==> src/rtl/hcx_defines.svh <==
/*
 Timing counts, mode codes and chip-mode codes for the CAN transceiver mode control.
 Assumes a 200 MHz core clock.
*/
`ifndef HCX_DEFINES_SVH
`define HCX_DEFINES_SVH

`define HCX_CLK_MHZ 200
// Mode field codes
`define HCX_MODE_OFF 2'h0
`define HCX_MODE_WAKE 2'h1
`define HCX_MODE_RXONLY 2'h2
`define HCX_MODE_NORMAL 2'h3
// Chip operating modes
`define HCX_CHIP_NORMAL 3'h0
`define HCX_CHIP_STOP 3'h1
`define HCX_CHIP_SLEEP 3'h2
`define HCX_CHIP_RESTART 3'h3
`define HCX_CHIP_FAILSAFE 3'h4
// Times in microseconds, as plain figures, and the top bit rate in bit/s
`define HCX_SETTLE_US 50
`define HCX_TXTO_US 2000
`define HCX_WAKE1_US 1
`define HCX_WAKE2_US 1000
`define HCX_MAX_BAUD 2000000
// Cycle counts derived from the clock rate, and the sample FIFO depth
`define HCX_SETTLE_CYC (`HCX_SETTLE_US * `HCX_CLK_MHZ)
`define HCX_TXTO_CYC (`HCX_TXTO_US * `HCX_CLK_MHZ)
`define HCX_WAKE1_CYC (`HCX_WAKE1_US * `HCX_CLK_MHZ)
`define HCX_WAKE2_CYC (`HCX_WAKE2_US * `HCX_CLK_MHZ)
`define HCX_FIFO_DEPTH 32

`endif

==> src/rtl/hcx_pkg.sv <==
/*
 Types for the CAN transceiver mode control.
 Assumes hcx_defines.svh supplies the numeric codes.
*/
package hcx_pkg;
  typedef logic [1:0] hcx_mode_t;
  typedef logic [2:0] hcx_chip_t;

  typedef struct packed {
    logic rx_level;
    logic wake;
  } hcx_sample_t;

  typedef enum logic [3:0] {
    HCX_ST_OFF = 4'h1,
    HCX_ST_SETTLE = 4'h2,
    HCX_ST_ACTIVE = 4'h4,
    HCX_ST_WAKE = 4'h8
  } hcx_state_t;

  typedef enum logic [4:0] {
    HCX_WP_IDLE = 5'h01,
    HCX_WP_DOM1 = 5'h02,
    HCX_WP_REC = 5'h04,
    HCX_WP_DOM2 = 5'h08,
    HCX_WP_DONE = 5'h10
  } hcx_wup_t;
endpackage

==> src/rtl/hcx_ctrl.sv <==
/*
 Mode control and digital data path of a high-speed CAN FD transceiver.
 Assumes synchronous inputs, a 200 MHz clock, and an analog front end that
 turns the line pair into bus_dominant_i and bus_drive_o into line levels.
*/
`timescale 1ns/1ps
`include "hcx_defines.svh"

module hcx_ctrl #(
  parameter int SETTLE_CYC = `HCX_SETTLE_CYC,
  parameter int TXTO_CYC = `HCX_TXTO_CYC,
  parameter int WAKE1_CYC = `HCX_WAKE1_CYC,
  parameter int WAKE2_CYC = `HCX_WAKE2_CYC,
  parameter int FIFO_DEPTH = `HCX_FIFO_DEPTH
) (
  input wire logic clock_i,
  input wire logic reset_i,
  input wire hcx_pkg::hcx_chip_t chip_mode_i,
  input wire hcx_pkg::hcx_mode_t mode_wr_data_i,
  input wire logic mode_wr_i,
  output hcx_pkg::hcx_mode_t mode_o,
  input wire logic tx_data_in_i,
  output logic rx_data_out_o,
  input wire logic bus_dominant_i,
  output logic bus_drive_o,
  output logic rx_enable_o,
  output logic settled_o,
  output logic fail_o,
  input wire logic fail_clr_i,
  output logic wake_event_o,
  output hcx_pkg::hcx_sample_t sample_data_o,
  output logic sample_valid_o,
  input wire logic sample_ready_i,
  output logic sample_overrun_o
);
  import hcx_pkg::*;

  localparam int CW = $clog2(TXTO_CYC + 2);

  initial begin
    if (SETTLE_CYC < 1 || TXTO_CYC < 1 || WAKE1_CYC < 1 || WAKE2_CYC <= WAKE1_CYC) begin
      $error("Timing counts out of range");
    end
    if (SETTLE_CYC >= TXTO_CYC || WAKE2_CYC > TXTO_CYC) begin
      $error("Counters are sized from TXTO_CYC");
    end
  end

  function automatic logic mode_allowed(input hcx_mode_t m, input hcx_chip_t c);
    case (m)
      `HCX_MODE_OFF: mode_allowed = 1'b1;
      `HCX_MODE_NORMAL: mode_allowed = (c == `HCX_CHIP_NORMAL);
      `HCX_MODE_RXONLY: mode_allowed = (c == `HCX_CHIP_NORMAL) || (c == `HCX_CHIP_STOP);
      `HCX_MODE_WAKE: mode_allowed = 1'b1;
      default: mode_allowed = 1'b0;
    endcase
  endfunction

  ////////////////////////////////////////////////////////////////////////////
  // Mode register
  hcx_mode_t mode;
  hcx_chip_t chip_prev;
  hcx_state_t state;
  hcx_state_t next_state;
  hcx_wup_t wup;
  hcx_wup_t next_wup;
  logic [CW-1:0] settle_cnt;
  logic [CW-1:0] dom_cnt;
  logic [CW-1:0] wup_cnt;
  logic tx_prev;
  logic tx_blocked;
  logic woken;
  logic rx_hold;

  wire failsafe = (chip_mode_i == `HCX_CHIP_FAILSAFE);
  wire wr_ok = mode_wr_i && mode_allowed(mode_wr_data_i, chip_mode_i);
  wire cur_ok = mode_allowed(mode, chip_mode_i);
  // Wake-capable is forced only on entry into Fail-Safe, so Off stays selectable
  wire fs_entry = failsafe && (chip_mode_i != chip_prev);
  // Fail-Safe forces Wake-capable; other illegal modes drop back to Off
  wire hcx_mode_t fallback = failsafe ? `HCX_MODE_WAKE : `HCX_MODE_OFF;
  wire mode_change = wr_ok && (mode_wr_data_i != mode);
  wire rearm_chip = (chip_mode_i != chip_prev) && ((chip_mode_i == `HCX_CHIP_STOP) ||
                    (chip_mode_i == `HCX_CHIP_SLEEP) || failsafe);
  // A rewrite of 01 while already in 01 does not rearm
  wire rearm = mode_change || rearm_chip;

  always_ff @(posedge clock_i) begin
    if (reset_i) begin
      mode <= `HCX_MODE_OFF;
      chip_prev <= `HCX_CHIP_NORMAL;
    end else begin
      chip_prev <= chip_mode_i;
      if (wr_ok) begin
        mode <= mode_wr_data_i;
      end else if (!cur_ok || fs_entry) begin
        mode <= fallback;
      end
    end
  end

  assign mode_o = mode;

  ////////////////////////////////////////////////////////////////////////////
  // Transceiver state
  always_comb begin
    next_state = state;
    case (state)
      HCX_ST_OFF: begin
        if (mode == `HCX_MODE_NORMAL) next_state = HCX_ST_SETTLE;
        else if (mode == `HCX_MODE_RXONLY) next_state = HCX_ST_ACTIVE;
        else if (mode == `HCX_MODE_WAKE) next_state = HCX_ST_WAKE;
      end
      HCX_ST_SETTLE: begin
        if (mode != `HCX_MODE_NORMAL) next_state = HCX_ST_OFF;
        else if (settle_cnt >= CW'(SETTLE_CYC - 1)) next_state = HCX_ST_ACTIVE;
      end
      HCX_ST_ACTIVE: begin
        if (mode_change || mode == `HCX_MODE_OFF || mode == `HCX_MODE_WAKE) begin
          next_state = HCX_ST_OFF;
        end
      end
      HCX_ST_WAKE: begin
        if (mode != `HCX_MODE_WAKE) next_state = HCX_ST_OFF;
      end
      default: next_state = HCX_ST_OFF;
    endcase
  end

  always_ff @(posedge clock_i) begin
    if (reset_i) begin
      state <= HCX_ST_OFF;
      settle_cnt <= '0;
    end else begin
      state <= next_state;
      settle_cnt <= (state == HCX_ST_SETTLE) ? settle_cnt + 1'b1 : '0;
    end
  end

  assign settled_o = (state == HCX_ST_ACTIVE) && (mode == `HCX_MODE_NORMAL);

  ////////////////////////////////////////////////////////////////////////////
  // Transmit path with early-dominant suppression and time-out
  wire normal_tx = settled_o;
  wire tx_dom = !tx_data_in_i;
  wire tx_fall = tx_prev && tx_dom;
  // Saturating count keeps the time-out up for as long as dominant lasts
  wire txto_hit = normal_tx && tx_dom && (dom_cnt >= CW'(TXTO_CYC - 1));

  always_ff @(posedge clock_i) begin
    if (reset_i) begin
      tx_prev <= 1'b1;
      tx_blocked <= 1'b1;
      dom_cnt <= '0;
      fail_o <= 1'b0;
    end else begin
      tx_prev <= tx_data_in_i;
      // Only a dominant edge seen after settling may reach the bus
      if (!normal_tx) tx_blocked <= 1'b1;
      else if (tx_fall || !tx_dom) tx_blocked <= 1'b0;
      dom_cnt <= (normal_tx && tx_dom) ? ((dom_cnt == CW'(TXTO_CYC)) ? dom_cnt : dom_cnt + 1'b1)
                                       : '0;
      // Set wins over clear
      if (txto_hit) fail_o <= 1'b1;
      else if (fail_clr_i) fail_o <= 1'b0;
    end
  end

  // Drive dominant only while enabled, unsuppressed and not timed out
  always_ff @(posedge clock_i) begin
    if (reset_i) begin
      bus_drive_o <= 1'b0;
    end else begin
      // A fresh fall on the first settled cycle passes before the block clears
      bus_drive_o <= normal_tx && tx_dom && (!tx_blocked || tx_fall) &&
                     !txto_hit;
    end
  end

  ////////////////////////////////////////////////////////////////////////////
  // Wake-up pattern detector
  wire in_wake = (state == HCX_ST_WAKE);
  // Phase length is counted afresh on every change of phase
  wire over1 = (wup_cnt >= CW'(WAKE1_CYC));
  wire under2 = (wup_cnt < CW'(WAKE2_CYC));

  always_comb begin
    next_wup = wup;
    case (wup)
      HCX_WP_IDLE: if (bus_dominant_i) next_wup = HCX_WP_DOM1;
      HCX_WP_DOM1: begin
        if (!under2) next_wup = HCX_WP_IDLE;
        else if (!bus_dominant_i) next_wup = over1 ? HCX_WP_REC : HCX_WP_IDLE;
      end
      HCX_WP_REC: begin
        if (!under2) next_wup = HCX_WP_IDLE;
        else if (bus_dominant_i) next_wup = over1 ? HCX_WP_DOM2 : HCX_WP_DOM1;
      end
      HCX_WP_DOM2: begin
        if (!under2) next_wup = HCX_WP_IDLE;
        else if (!bus_dominant_i) next_wup = over1 ? HCX_WP_DONE : HCX_WP_IDLE;
      end
      HCX_WP_DONE: next_wup = HCX_WP_IDLE;
      default: next_wup = HCX_WP_IDLE;
    endcase
  end

  always_ff @(posedge clock_i) begin
    if (reset_i || !in_wake || woken) begin
      wup <= HCX_WP_IDLE;
      wup_cnt <= '0;
    end else begin
      wup <= next_wup;
      wup_cnt <= (next_wup != wup) ? '0 : (under2 ? wup_cnt + 1'b1 : wup_cnt);
    end
  end

  always_ff @(posedge clock_i) begin
    if (reset_i) begin
      woken <= 1'b0;
      wake_event_o <= 1'b0;
    end else begin
      wake_event_o <= in_wake && !woken && (wup == HCX_WP_DONE);
      if (in_wake && wup == HCX_WP_DONE) woken <= 1'b1;
      else if (rearm || !in_wake) woken <= 1'b0;
    end
  end

  // Receive hold outlives a chip-mode rearm; only leaving Wake-capable ends it
  always_ff @(posedge clock_i) begin
    if (reset_i || !in_wake) begin
      rx_hold <= 1'b0;
    end else if (wup == HCX_WP_DONE) begin
      rx_hold <= 1'b1;
    end
  end

  ////////////////////////////////////////////////////////////////////////////
  // Receive path
  wire rx_on = (state == HCX_ST_ACTIVE) || (state == HCX_ST_SETTLE);
  assign rx_enable_o = rx_on;

  always_ff @(posedge clock_i) begin
    if (reset_i) begin
      rx_data_out_o <= 1'b1;
    end else if (in_wake && rx_hold) begin
      rx_data_out_o <= 1'b0;
    end else begin
      rx_data_out_o <= rx_on ? !bus_dominant_i : 1'b1;
    end
  end

  ////////////////////////////////////////////////////////////////////////////
  // Diagnostic sample stream of receive level changes and wake events
  hcx_sample_t smp;
  logic rx_last;
  logic smp_ready;
  wire smp_valid = ((rx_data_out_o != rx_last) && rx_on) || wake_event_o;
  assign smp = '{rx_level: rx_data_out_o, wake: wake_event_o};

  always_ff @(posedge clock_i) begin
    if (reset_i) begin
      rx_last <= 1'b1;
      sample_overrun_o <= 1'b0;
    end else begin
      rx_last <= rx_data_out_o;
      if (smp_valid && !smp_ready) sample_overrun_o <= 1'b1;
      else if (state == HCX_ST_OFF) sample_overrun_o <= 1'b0;
    end
  end

  hcx_fifo #(
    .WIDTH($bits(hcx_sample_t)),
    .DEPTH(FIFO_DEPTH)
  ) u_fifo (
    .clock_i(clock_i),
    .reset_i(reset_i),
    .in_data_i(smp),
    .in_valid_i(smp_valid),
    .in_ready_o(smp_ready),
    .out_data_o(sample_data_o),
    .out_valid_o(sample_valid_o),
    .out_ready_i(sample_ready_i)
  );
endmodule

==> src/rtl/hcx_fifo.sv <==
/*
 Small flip-flop FIFO with valid/ready on both sides.
 Assumes a single clock and synchronous active-high reset.
*/
`timescale 1ns/1ps
module hcx_fifo #(
  parameter int WIDTH = 2,
  parameter int DEPTH = 32
) (
  input wire logic clock_i,
  input wire logic reset_i,
  input wire logic [WIDTH-1:0] in_data_i,
  input wire logic in_valid_i,
  output logic in_ready_o,
  output logic [WIDTH-1:0] out_data_o,
  output logic out_valid_o,
  input wire logic out_ready_i
);
  localparam int AW = $clog2(DEPTH);

  initial begin
    if (DEPTH < 2 || (1 << AW) != DEPTH) begin
      $error("DEPTH must be a power of two, at least 2");
    end
  end

  logic [WIDTH-1:0] mem [DEPTH];
  logic [AW:0] wr_ptr;
  logic [AW:0] rd_ptr;
  logic [WIDTH-1:0] head;
  wire full = (wr_ptr[AW] != rd_ptr[AW]) && (wr_ptr[AW-1:0] == rd_ptr[AW-1:0]);
  wire empty = (wr_ptr == rd_ptr);
  wire push = in_valid_i && !full;
  wire pop = out_valid_o && out_ready_i;
  wire load = !out_valid_o || pop;

  assign in_ready_o = !full;

  ////////////////////////////////////////////////////////////////////////////
  always_ff @(posedge clock_i) begin
    if (push) begin
      mem[wr_ptr[AW-1:0]] <= in_data_i;
    end
  end

  always_ff @(posedge clock_i) begin
    if (reset_i) begin
      wr_ptr <= '0;
      rd_ptr <= '0;
      out_valid_o <= 1'b0;
      out_data_o <= '0;
    end else begin
      if (push) begin
        wr_ptr <= wr_ptr + 1'b1;
      end
      if (load) begin
        out_valid_o <= !empty;
        if (!empty) begin
          out_data_o <= mem[rd_ptr[AW-1:0]];
          rd_ptr <= rd_ptr + 1'b1;
        end
      end
    end
  end
endmodule

==> config.mk <==
export PLATFORM = sky130hd
export DESIGN_NAME = hcx_ctrl
export DESIGN_NICKNAME = d
export VERILOG_FILES = /design/src/rtl/hcx_pkg.sv /design/src/rtl/hcx_ctrl.sv /design/src/rtl/hcx_fifo.sv
export VERILOG_INCLUDE_DIRS = /design/src /design/src/rtl
export SDC_FILE = /design/constraint.sdc
export NUM_CORES = 1
export LEC_CHECK = 0
export BUFFER_PORTS_ARGS = -buffer_cell sky130_fd_sc_hd__buf_2
export CAP_MARGIN = 20
export CELL_PAD_IN_SITES_DETAIL_PLACEMENT = 0
export CELL_PAD_IN_SITES_GLOBAL_PLACEMENT = 1
export CORE_MARGIN = 5
export CORE_UTILIZATION = 45
export CTS_CLUSTER_DIAMETER = 100
export DETAILED_ROUTE_END_ITERATION = 6
export PLACE_DENSITY = 0.78
export RECOVER_POWER = 100
export SLEW_MARGIN = 40
export SYNTH_ARGS = -nofsm -noshare
export SYNTH_HDL_FRONTEND = slang
export SYNTH_SLANG_ARGS = --single-unit
==> constraint.sdc <==
create_clock -name clock_i -period 2.8 [get_ports clock_i]
set_input_delay 0.28 -clock clock_i [delete_from_list [all_inputs] [get_ports clock_i]]
set_output_delay 0.28 -clock clock_i [all_outputs]
set_load 0.02 [all_outputs]
==> reports/metrics.yaml, run 1 <==
htree_num_levels: 4
r2r-end: "wup_cnt[18]"
netlist_instances: 716
cts_tree: "done"
yosysTopAreaCell: "dfxtp_1"
synth_cell_types: 77
cts_sinks: 160
async_flop_share_pct: 0
hold_violations: 0
antenna_left: 0
comb_power_share_pct: 11.3
r2r_start: "wup_cnt[13]"
r2r_cells: 6
period_minus_slack_ns: 2.48
critPathKind: "reg2reg"
relSlewSlack_pct: 7.00
synth_top_area_share_pct: 25.4
grt_max_degree: 35
whs_path_depth: 3
synth_common_cells: "dfxtp_1, nor2_1, edfxtp_1, xnor2_1, nand2_1"
port_buffers: 23
core_region_area_mm2: 0.0165
status: "finished clean"
post-synth-top-count-cell: "dfxtp_1"
endpoint_kind: "flip-flop"
swShare_pct: 24.1
fmax_mhz: 404
period_share_pct: 88.4
synth-seq-cells: 160
gp_congestion: 0.829
start_util_pct: 45.8
crit_required_ns: 3.12
hold_path.class: "in2reg"
cts-root-buf: "clkbuf_16"
dp_hpwl_um: 10700
synth-edff-count: 64
synthToLayoutAreaGrowth_pct: 11.7
die_area_mm2: 0.0195
critPathLaunchType: "flip-flop"
leakage_nw: 2.66
cp_max_fo: 19
routed_wl_um: 15600
insertion_delay_ns: 0.42
whs_endpoint: "tx_prev"
synth-seq-area-share_pct: 50.8
cts_resized: 0
placed_area_mm2: 0.00791
first_global_vias: 5391
grt_pass1_wl_um: 26500
pwr-share-seq_pct: 44.7
fin_tns_setup_ns: 0
ff2ff_setup_slack_ns: 0.32
vdd_ir_drop_max_v: 0.000526
rsz0062_at_grt: "false"
vias_per_cell: 5.58
drtPass1Iterations: 4
antenna_cells: 0
cellPowerDensity_mw_per_mm2: 669
hp-start: "tx_data_in_i"
wl_per_cell_um: 16.1
p_switching_mw: 1.36
setup_viol: 0
first_iter_violations: 253
fin_area_mm2: 0.00845
rows: 47
synth_nets: 738
drive_gt1_share_pct: 9.48
groute.usage.overall_pct: 16.4
antenna_found_initial: 0
synth_top_flop_cell: "dfxtp_1"
yosys_warnings: 0
crit_arrival_ns: 2.79
drc: 0
p_int_mw: 4.29
avgSynthCellArea_um2: 10.6
power.share.clock_pct: 43.9
setup_ws_ns: 0.324
die_w_um: 140
worst-slew-pin-transition_ns: 1.40
overflow: 0
maxCapViolCount: 0
ctsHoldBuffers: 0
cts_buffer_depth: 2
via_count: 5410
die_y_um: 140
syn_area_mm2: 0.00757
numCtsBuffers: 17
synthTopCellsByArea: "dfxtp_1, edfxtp_1, xnor2_1"
clk_pin_slew_ns: 0.06
layout.nets: 758
dp_slack_ns: 0.389
post-cts-setup-buffers: 0
slew_violations: 0
fin_skew_ns: 0.00932
io_pins: 24
-- critical path, cell delays in order, from the launching register on --
cell      delay, ns
dfxtp_1        0.36
nor4_2         0.50
o21bai_4       0.24
nor2_1         0.49
a31oi_2        0.15
clkbuf_4       0.27
nor4b_1        0.34
-- placed cells by master (no fill, tap or decap), drive strengths merged, types with 5 or more instances in the layout --
master and instances:
nand2 43, nand3 24, and3 11, nor4 32, ha 10, nor3 18
dfxtp 96, mux2i 20, nor4b 5, o21a 7, nor2b 10, buf 16
xnor2 45, o21ai 8, edfxtp 64, nand4 19, nor2 95, and4 7
a21oi 16, clkinv 7, inv 23, xor2 18, or3 11, clkbuf 41
a221oi 12, or2 6, mux4 8
-- through the flow --
step / instances / total power [mW] / hold WS (ns) / util [%]
after global routing: 969 / 5.90 / 0.0850 / 51.2
after floorplan: 716 / 3.09 / 0.408 / -
after CTS: 969 / 5.74 / 0.0760 / 51.8
after detailed placement: 937 / 3.25 / 0.452 / 47.9
after global placement: 937 / 3.23 / 0.434 / 47.9
final: 969 / 5.65 / 0.0942 / 51.2
-- logic make-up (layout without fill, tap and decap cells) --
logic type                 Yosys count  in the layout  share of synthesized area, %
adders and majority gates           10             10                          1.65
muxes                               31             31                          5.47
and+or+nand+nor                    305            305                          22.2
DFF                                160            160                          50.8
xor gates and xnor gates            63             63                          7.29
buffers and inverters               56             89                          3.12
AOI/OAI and AO/OA                   91             91                          9.50
-- sequential cells by signal, indices dropped and copies added, names as in the netlist, 2 cells and up --
register / flops
u_fifo.out_data_o: 2
wup: 5
u_fifo.wr_ptr: 6
state: 4
wup_cnt: 19
u_fifo.rd_ptr: 6
dom_cnt: 19
settle_cnt: 19
mode_o: 2
u_fifo.mem: 64
chip_prev: 3
-- metal layers --
metal,share of wire (%),track usage (%),up-vias
li1,-,-,2683
met1,47,21.8,2650
met2,49,26.2,64
met3,3.2,4.29,13
met4,0.84,5.51,0
met5,0,0,-
-- how the worst max path moves through the flow --
| stage | start | endpoint | slack [ns] | cells after the start |
|---|---|---|---|---|
| global placement | state[1] | u_fifo.mem[22][0] | 0.53 | 5 |
| finish | wup_cnt[13] | wup_cnt[18] | 0.32 | 6 |
| global route | wup_cnt[13] | wup_cnt[18] | 0.12 | 6 |
| floorplan | rx_data_out_o | u_fifo.mem[29][0] | 0.53 | 6 |
| CTS | state[1] | u_fifo.mem[10][1] | 0.36 | 5 |
| detailed placement | state[2] | u_fifo.mem[10][0] | 0.39 | 5 |
-- final cells by class --
class	instances	area [um^2]
well taps	220	275
fillers	1514	8070
flip-flops and latches	160	3840
inverters	22	82.6
repair buffers	35	183
clock inverters	10	115
multi-input cells	500	3410
clock buffers	22	539
-- power groups by stage --
stage	Combinational, mW	Sequential (mW)	Clock (mW)
6_report	0.640	2.53	2.48
3_5_place_dp	0.665	2.58	0
2_1_floorplan	0.528	2.56	0
3_3_place_gp	0.652	2.58	0
4_1_cts	0.667	2.53	2.54
5_1_grt	0.708	2.54	2.66
Note: power is estimated with default switching activity, not from simulation.
==> run 2: changes to the inputs <==
==> constraint.sdc (replaced) <==
create_clock -name clock_i -period 3.05 [get_ports clock_i]
set_input_delay 0.305 -clock clock_i [delete_from_list [all_inputs] [get_ports clock_i]]
set_output_delay 0.305 -clock clock_i [all_outputs]
set_load 0.02 [all_outputs]
==> reports/metrics.yaml, run 2 (same netlist as run 1, synthesis figures left out) <==
status: "finished clean"  # unchanged
whs_ns: 0.127  # was 0.0942 ns
hold_violations: 0  # unchanged
r2r_cells: 6  # unchanged
critPathTopFamily: "simple AND/OR/NAND/NOR gates"  # unchanged
via_count: 5369  # was 5410
fmax_mhz: 396  # was 404 MHz
worst-slew-pin-transition_ns: 1.31  # was 1.40 ns
htree_num_levels: 4  # unchanged
crit_path_frequent_cell: "nor4_1"
crit_required_ns: 3.37  # was 3.12 ns
r2r_start: "wup_cnt[13]"  # unchanged
layout.nets: 758  # unchanged
gp_congestion: 0.824  # was 0.829
slew_violations: 0  # unchanged
critPathLaunch: "wup_cnt[13]"  # unchanged
crit_arrival_ns: 2.85  # was 2.79 ns
overflow: 0  # unchanged
first_iter_violations: 357  # was 253
drc: 0  # unchanged
hold_path.class: "in2reg"  # unchanged
cts_tree: "done"  # unchanged
slowest_delay_ns: 0.64  # was 0.50 ns
maxCapViolCount: 0  # unchanged
final_cell_mix: "dfxtp_1, nor2_1, edfxtp_1"  # unchanged
die_area_mm2: 0.0195  # unchanged
numCtsBuffers: 17  # unchanged
cts_buffer_depth: 2  # unchanged
first_global_vias: 5298  # was 5391
fin_area_mm2: 0.00839  # was 0.00845 mm^2
period_minus_slack_ns: 2.53  # was 2.48 ns
grt_max_degree: 35  # unchanged
fin_skew_ns: 0.00577  # was 0.00932 ns
post-route-util_pct: 50.8  # was 51.2%
rsz0062_at_grt: "false"  # unchanged
critPathBufInv: 1  # unchanged
vdd_ir_drop_max_v: 0.000402  # was 0.000526 V
setup_viol: 0  # unchanged
placed_area_mm2: 0.00790  # was 0.00791 mm^2
critPathLaunchType: "flip-flop"  # unchanged
leakage_nw: 2.63  # was 2.66 nW
clk_pin_slew_ns: 0.06  # about the same
ctsHoldBuffers: 0  # unchanged
relSlewSlack_pct: 12.5  # was 7.00%
cts_resized: 0  # unchanged
antenna_found_initial: 0  # unchanged
synthToLayoutAreaGrowth_pct: 10.9  # was 11.7%
drive_gt1_share_pct: 9.36  # was 9.48%
post-cts-setup-buffers: 0  # unchanged
critPathKind: "reg2reg"  # unchanged
antenna_cells: 0  # unchanged
endpoint: "wup_cnt[10]"  # was wup_cnt[18]
groute.usage.overall_pct: 16.0  # was 16.4%
io_pins: 24  # unchanged
rows: 47  # unchanged
vias_per_cell: 5.55  # was 5.58
antenna_left: 0  # unchanged
grt_pass1_wl_um: 25900  # was 26500 um
insertion_delay_ns: 0.42  # about the same
cp_max_fo: 19  # unchanged
fin_tns_setup_ns: 0  # unchanged
core_region_area_mm2: 0.0165  # unchanged
start_util_pct: 45.8  # unchanged
period_share_pct: 82.9  # was 88.4%
endpoint_kind: "flip-flop"  # unchanged
drtPass1Iterations: 5  # was 4
r2r-end: "wup_cnt[10]"  # was wup_cnt[18]
slowest_stage: "nor4_1"  # was nor4_2
layout_commonest_cell: "dfxtp_1"  # unchanged
port_buffers: 23  # unchanged
largest_reg_flops: 64  # unchanged
die_y_um: 140  # unchanged
crit_chain: "nor4_1 -> o21bai_4 -> nor2_1 -> a31oi_2 -> buf_4 -> nor4_1"  # was nor4_2 -> o21bai_4 -> nor2_1 -> a31oi_2 -> clkbuf_4 -> nor4b_1
cellPowerDensity_mw_per_mm2: 600  # was 669 mW/mm^2
ff2ff_setup_slack_ns: 0.52  # was 0.32 ns
die_w_um: 140  # unchanged
cts_sinks: 160  # unchanged
wl_per_cell_um: 15.7  # was 16.1 um
dp_hpwl_um: 10500  # was 10700 um
routed_wl_um: 15200  # was 15600 um
cts-root-buf: "clkbuf_16"  # unchanged
cp_num_cells: 6  # unchanged
## run 2: power by group
| part | switching [mW] | internal [mW] | leakage, nW |
|---|---|---|---|
| clock | 0.846 | 1.29 | 0.296 |
| sequential | 0.0590 | 2.26 | 1.36 |
| combinational | 0.331 | 0.252 | 0.972 |
| total | 1.24 | 3.80 | 2.63 |
## run 2: routing by layer
metal | routed length [um] | track usage [%] | up-vias
met2 | 7410 | 26.4 | 83
met5 | 0 | 0 | -
met3 | 437 | 3.91 | 21
met1 | 7200 | 21.1 | 2592
met4 | 172 | 4.39 | 0
li1 | - | - | 2673
## run 2: worst min path at each step
stage                              from            end  slack (ns)  depth (start not counted)
final                      tx_data_in_i        tx_prev        0.13                          3
after floorplan                   woken   wake_event_o        0.42                          1
after global placement    settle_cnt[0]  settle_cnt[0]        0.43                          1
after global routing       tx_data_in_i        tx_prev        0.13                          3
after detailed placement  settle_cnt[0]  settle_cnt[0]        0.45                          1
after CTS                  tx_data_in_i        tx_prev        0.11                          3
## run 2: per-stage QoR
step / total power, mW / cells / setup WS [ns]
2_1_floorplan: 2.84 / 716 / 0.781
3_3_place_gp: 2.96 / 937 / 0.726
3_5_place_dp: 2.97 / 937 / 0.628
4_1_cts: 5.11 / 968 / 0.609
5_1_grt: 5.25 / 968 / 0.250
6_report: 5.03 / 968 / 0.522
## run 2: worst register-to-register path, stage by stage (launching register included)
cell and delay, ns:
dfxtp_1 0.35, nor4_1 0.64, o21bai_4 0.27, nor2_1 0.48, a31oi_2 0.15, buf_4 0.23
nor4_1 0.31
## run 2: cell type report
type	count	area (um^2)
clock inverters	9	91.3
repair buffers	35	174
fillers	1465	8130
flip-flops and latches	160	3840
inverters	22	82.6
well taps	220	275
multi-input cells	500	3410
clock buffers	22	517
==> run 3: changes to the inputs <==
--- a/config.mk
+++ b/config.mk
@@ -6,6 +6,7 @@
 export SDC_FILE = /design/constraint.sdc
 export NUM_CORES = 1
 export LEC_CHECK = 0
+export ABC_AREA = 1
 export BUFFER_PORTS_ARGS = -buffer_cell sky130_fd_sc_hd__buf_2
 export CAP_MARGIN = 20
 export CELL_PAD_IN_SITES_DETAIL_PLACEMENT = 0
@@ -14,7 +15,7 @@
 export CORE_UTILIZATION = 45
 export CTS_CLUSTER_DIAMETER = 100
 export DETAILED_ROUTE_END_ITERATION = 6
-export PLACE_DENSITY = 0.78
+export PLACE_DENSITY = 0.82
 export RECOVER_POWER = 100
 export SLEW_MARGIN = 40
 export SYNTH_ARGS = -nofsm -noshare
==> constraint.sdc (replaced) <==
create_clock -name clock_i -period 2.6 [get_ports clock_i]
set_input_delay 0.26 -clock clock_i [delete_from_list [all_inputs] [get_ports clock_i]]
set_output_delay 0.26 -clock clock_i [all_outputs]
set_load 0.02 [all_outputs]
==> reports/metrics.yaml, run 3 <==
status: "finished clean"  # unchanged
endpoint_kind: "flip-flop"  # unchanged
synth_top_flop_cell: "dfxtp_1"  # unchanged
final_cell_mix: "nand2_1, nor2_1, inv_1"  # was dfxtp_1, nor2_1, edfxtp_1
period_share_pct: 87.1  # was 82.9%
pwr-share-seq_pct: 42.5  # was 46.0%
p_int_mw: 4.68  # was 3.80 mW
dp_hpwl_um: 11600  # was 10500 um
r2r_cells: 10  # was 6
syn_area_mm2: 0.00768  # was 0.00757 mm^2
die_w_um: 141  # was 140 um
drtPass1Iterations: 5  # unchanged
crit_required_ns: 2.71  # was 3.37 ns
vias_per_cell: 5.01  # was 5.55
cts-root-buf: "clkbuf_16"  # unchanged
clk_pin_slew_ns: 0.06  # about the same
cts_resized: 0  # unchanged
yosysTopAreaCell: "dfxtp_1"  # unchanged
whs_endpoint: "tx_prev"  # unchanged
fillCellCount: 1631  # was 1465
core_region_area_mm2: 0.0166  # was 0.0165 mm^2
first_iter_violations: 367  # was 357
whs_path_depth: 3  # unchanged
hp-start: "tx_data_in_i"  # unchanged
synth_cell_types: 49  # was 77
cts_sinks: 160  # unchanged
htree_num_levels: 4  # unchanged
fin_skew_ns: 0.00723  # was 0.00577 ns
ctsHoldBuffers: 0  # unchanged
netlist_instances: 962  # was 716
dp_slack_ns: 0.477  # was 0.628 ns
grt_max_degree: 42  # was 35
hold_path.class: "in2reg"  # unchanged
routed_wl_um: 16300  # was 15200 um
grt_pass1_wl_um: 27500  # was 25900 um
fmax_mhz: 441  # was 396 MHz
drc: 0  # unchanged
die_y_um: 141  # was 140 um
relSlewSlack_pct: 36.7  # was 12.5%
antenna_found_initial: 0  # unchanged
synthToLayoutAreaGrowth_pct: 12.4  # was 10.9%
swShare_pct: 26.9  # was 24.6%
critPathKind: "reg2reg"  # unchanged
overflow: 0  # unchanged
cellPowerDensity_mw_per_mm2: 742  # was 600 mW/mm^2
rsz0062_at_grt: "false"  # unchanged
layout.nets: 1017  # was 758
post-cts-setup-buffers: 0  # unchanged
rows: 47  # unchanged
setup_ws_ns: 0.335  # was 0.522 ns
synth_nets: 984  # was 738
worst-slew-pin-transition_ns: 0.950  # was 1.31 ns
port_buffers: 23  # unchanged
cp_max_fo: 9  # was 19
p_switching_mw: 1.73  # was 1.24 mW
post-synth-top-count-cell: "nand2_1"  # was dfxtp_1
comb_power_share_pct: 16.5  # was 11.6%
groute.usage.overall_pct: 17.0  # was 16.0%
period_minus_slack_ns: 2.27  # was 2.53 ns
yosys_warnings: 0  # unchanged
synth-edff-count: 64  # unchanged
layout_commonest_cell: "nand2_1"  # was dfxtp_1
cts_buffer_depth: 2  # unchanged
hold_violations: 0  # unchanged
r2r-end: "u_fifo.mem[27][1]"  # was wup_cnt[10]
gp_congestion: 0.836  # was 0.824
slew_violations: 0  # unchanged
drive_gt1_share_pct: 7.94  # was 9.36%
r2r_start: "state[2]"  # was wup_cnt[13]
numCtsBuffers: 17  # unchanged
avgSynthCellArea_um2: 7.98  # was 10.6 um^2
synthTopCellsByArea: "dfxtp_1, edfxtp_1, nand2_1"  # was dfxtp_1, edfxtp_1, xnor2_1
cts_tree: "done"  # unchanged
antenna_cells: 0  # unchanged
synth-seq-cells: 160  # unchanged
largest_reg_flops: 64  # unchanged
synth-seq-area-share_pct: 50.0  # was 50.8%
antenna_left: 0  # unchanged
vdd_ir_drop_max_v: 0.000531  # was 0.000402 V
ff2ff_setup_slack_ns: 0.33  # was 0.52 ns
crit_arrival_ns: 2.37  # was 2.85 ns
synth_common_cells: "nand2_1, nor2_1, inv_1, dfxtp_1, edfxtp_1"  # was dfxtp_1, nor2_1, edfxtp_1, xnor2_1, nand2_1
maxCapViolCount: 0  # unchanged
insertion_delay_ns: 0.42  # about the same
critPathLaunchType: "flip-flop"  # unchanged
first_global_vias: 5763  # was 5298
via_count: 6147  # was 5369
setup_viol: 0  # unchanged
synth_top_area_share_pct: 25.0  # was 25.4%
fin_tns_setup_ns: 0  # unchanged
io_pins: 24  # unchanged
start_util_pct: 46.1  # was 45.8%
power.share.clock_pct: 41.0  # was 42.4%
wl_per_cell_um: 13.3  # was 15.7 um
async_flop_share_pct: 0  # unchanged
die_area_mm2: 0.0198  # was 0.0195 mm^2
leakage_nw: 3.18  # was 2.63 nW
[run 3: worst max-delay path by stage]
stage | start | end | slack [ns]
2_1_floorplan | rx_data_out_o | u_fifo.mem[0][0] | 0.61
3_3_place_gp | u_fifo.wr_ptr[2] | u_fifo.mem[4][0] | 0.56
3_5_place_dp | state[2] | u_fifo.mem[12][1] | 0.48
4_1_cts | state[2] | u_fifo.mem[12][1] | 0.45
5_1_grt | state[2] | u_fifo.mem[7][1] | 0.11
6_report | state[2] | u_fifo.mem[27][1] | 0.33
[run 3: logic make-up (layout without fill, tap and decap cells)]
group / Yosys count / count (layout) / synth area share, %
buf+inv: 159 / 204 / 7.98
compound gates: 147 / 147 / 11.1
xor+xnor: 19 / 19 / 2.17
mux: 1 / 1 / 0.293
flops: 160 / 160 / 50.0
fa+ha+maj: 10 / 10 / 1.63
simple gates: 466 / 466 / 26.8
[run 3: critical path: stages (launching register included)]
cell,delay [ns]
dfxtp_1,0.32
inv_1,0.07
nand2_1,0.07
nor3_1,0.20
inv_1,0.10
nand2_1,0.11
a21o_1,0.15
nand2_1,0.18
inv_2,0.16
nand2_1,0.31
nor2_1,0.28
[run 3: power by group through the flow]
stage               clock (mW)  sequential, mW  combinational, mW
floorplan                    0            2.79              0.735
global placement             0            2.77               1.09
detailed placement           0            2.78               1.09
CTS                       2.68            2.72               1.10
global route              2.81            2.73               1.19
finish                    2.63            2.72               1.06
[run 3: routing by layer]
metal  track usage, %  routed length [um]  up-vias
li1                 -                   -     3228
met1             22.9                7860     2810
met2             27.3                7630      101
met3             4.27                 672        8
met4             4.54                 130        0
met5                0                   0        -
[run 3: final cells by class]
cell class                      count  area (um^2)  share of cell area [%]
Clock inverter                      4         95.1                    1.10
Multi-Input combinational cell    643         3190                    36.9
Timing Repair Buffer               36          181                    2.10
Sequential cell                   160         3840                    44.5
Inverter                          137          517                    5.99
Tap cell                          220          275                    3.19
Clock buffer                       27          534                    6.19
[run 3: through the flow]
| step | total power, mW | instances | hold WS (ns) | util, % | instance area, um^2 |
|---|---|---|---|---|---|
| 5_1_grt | 6.73 | 1227 | 0.0879 | 51.9 | 8630 |
| 3_5_place_dp | 3.86 | 1196 | 0.436 | 48.5 | 8070 |
| 4_1_cts | 6.50 | 1227 | 0.0624 | 52.3 | 8700 |
| 6_report | 6.41 | 1227 | 0.0776 | 51.9 | 8630 |
| 3_3_place_gp | 3.86 | 1196 | 0.428 | 48.5 | 8070 |
| 2_1_floorplan | 3.53 | 962 | 0.393 | - | 7680 |
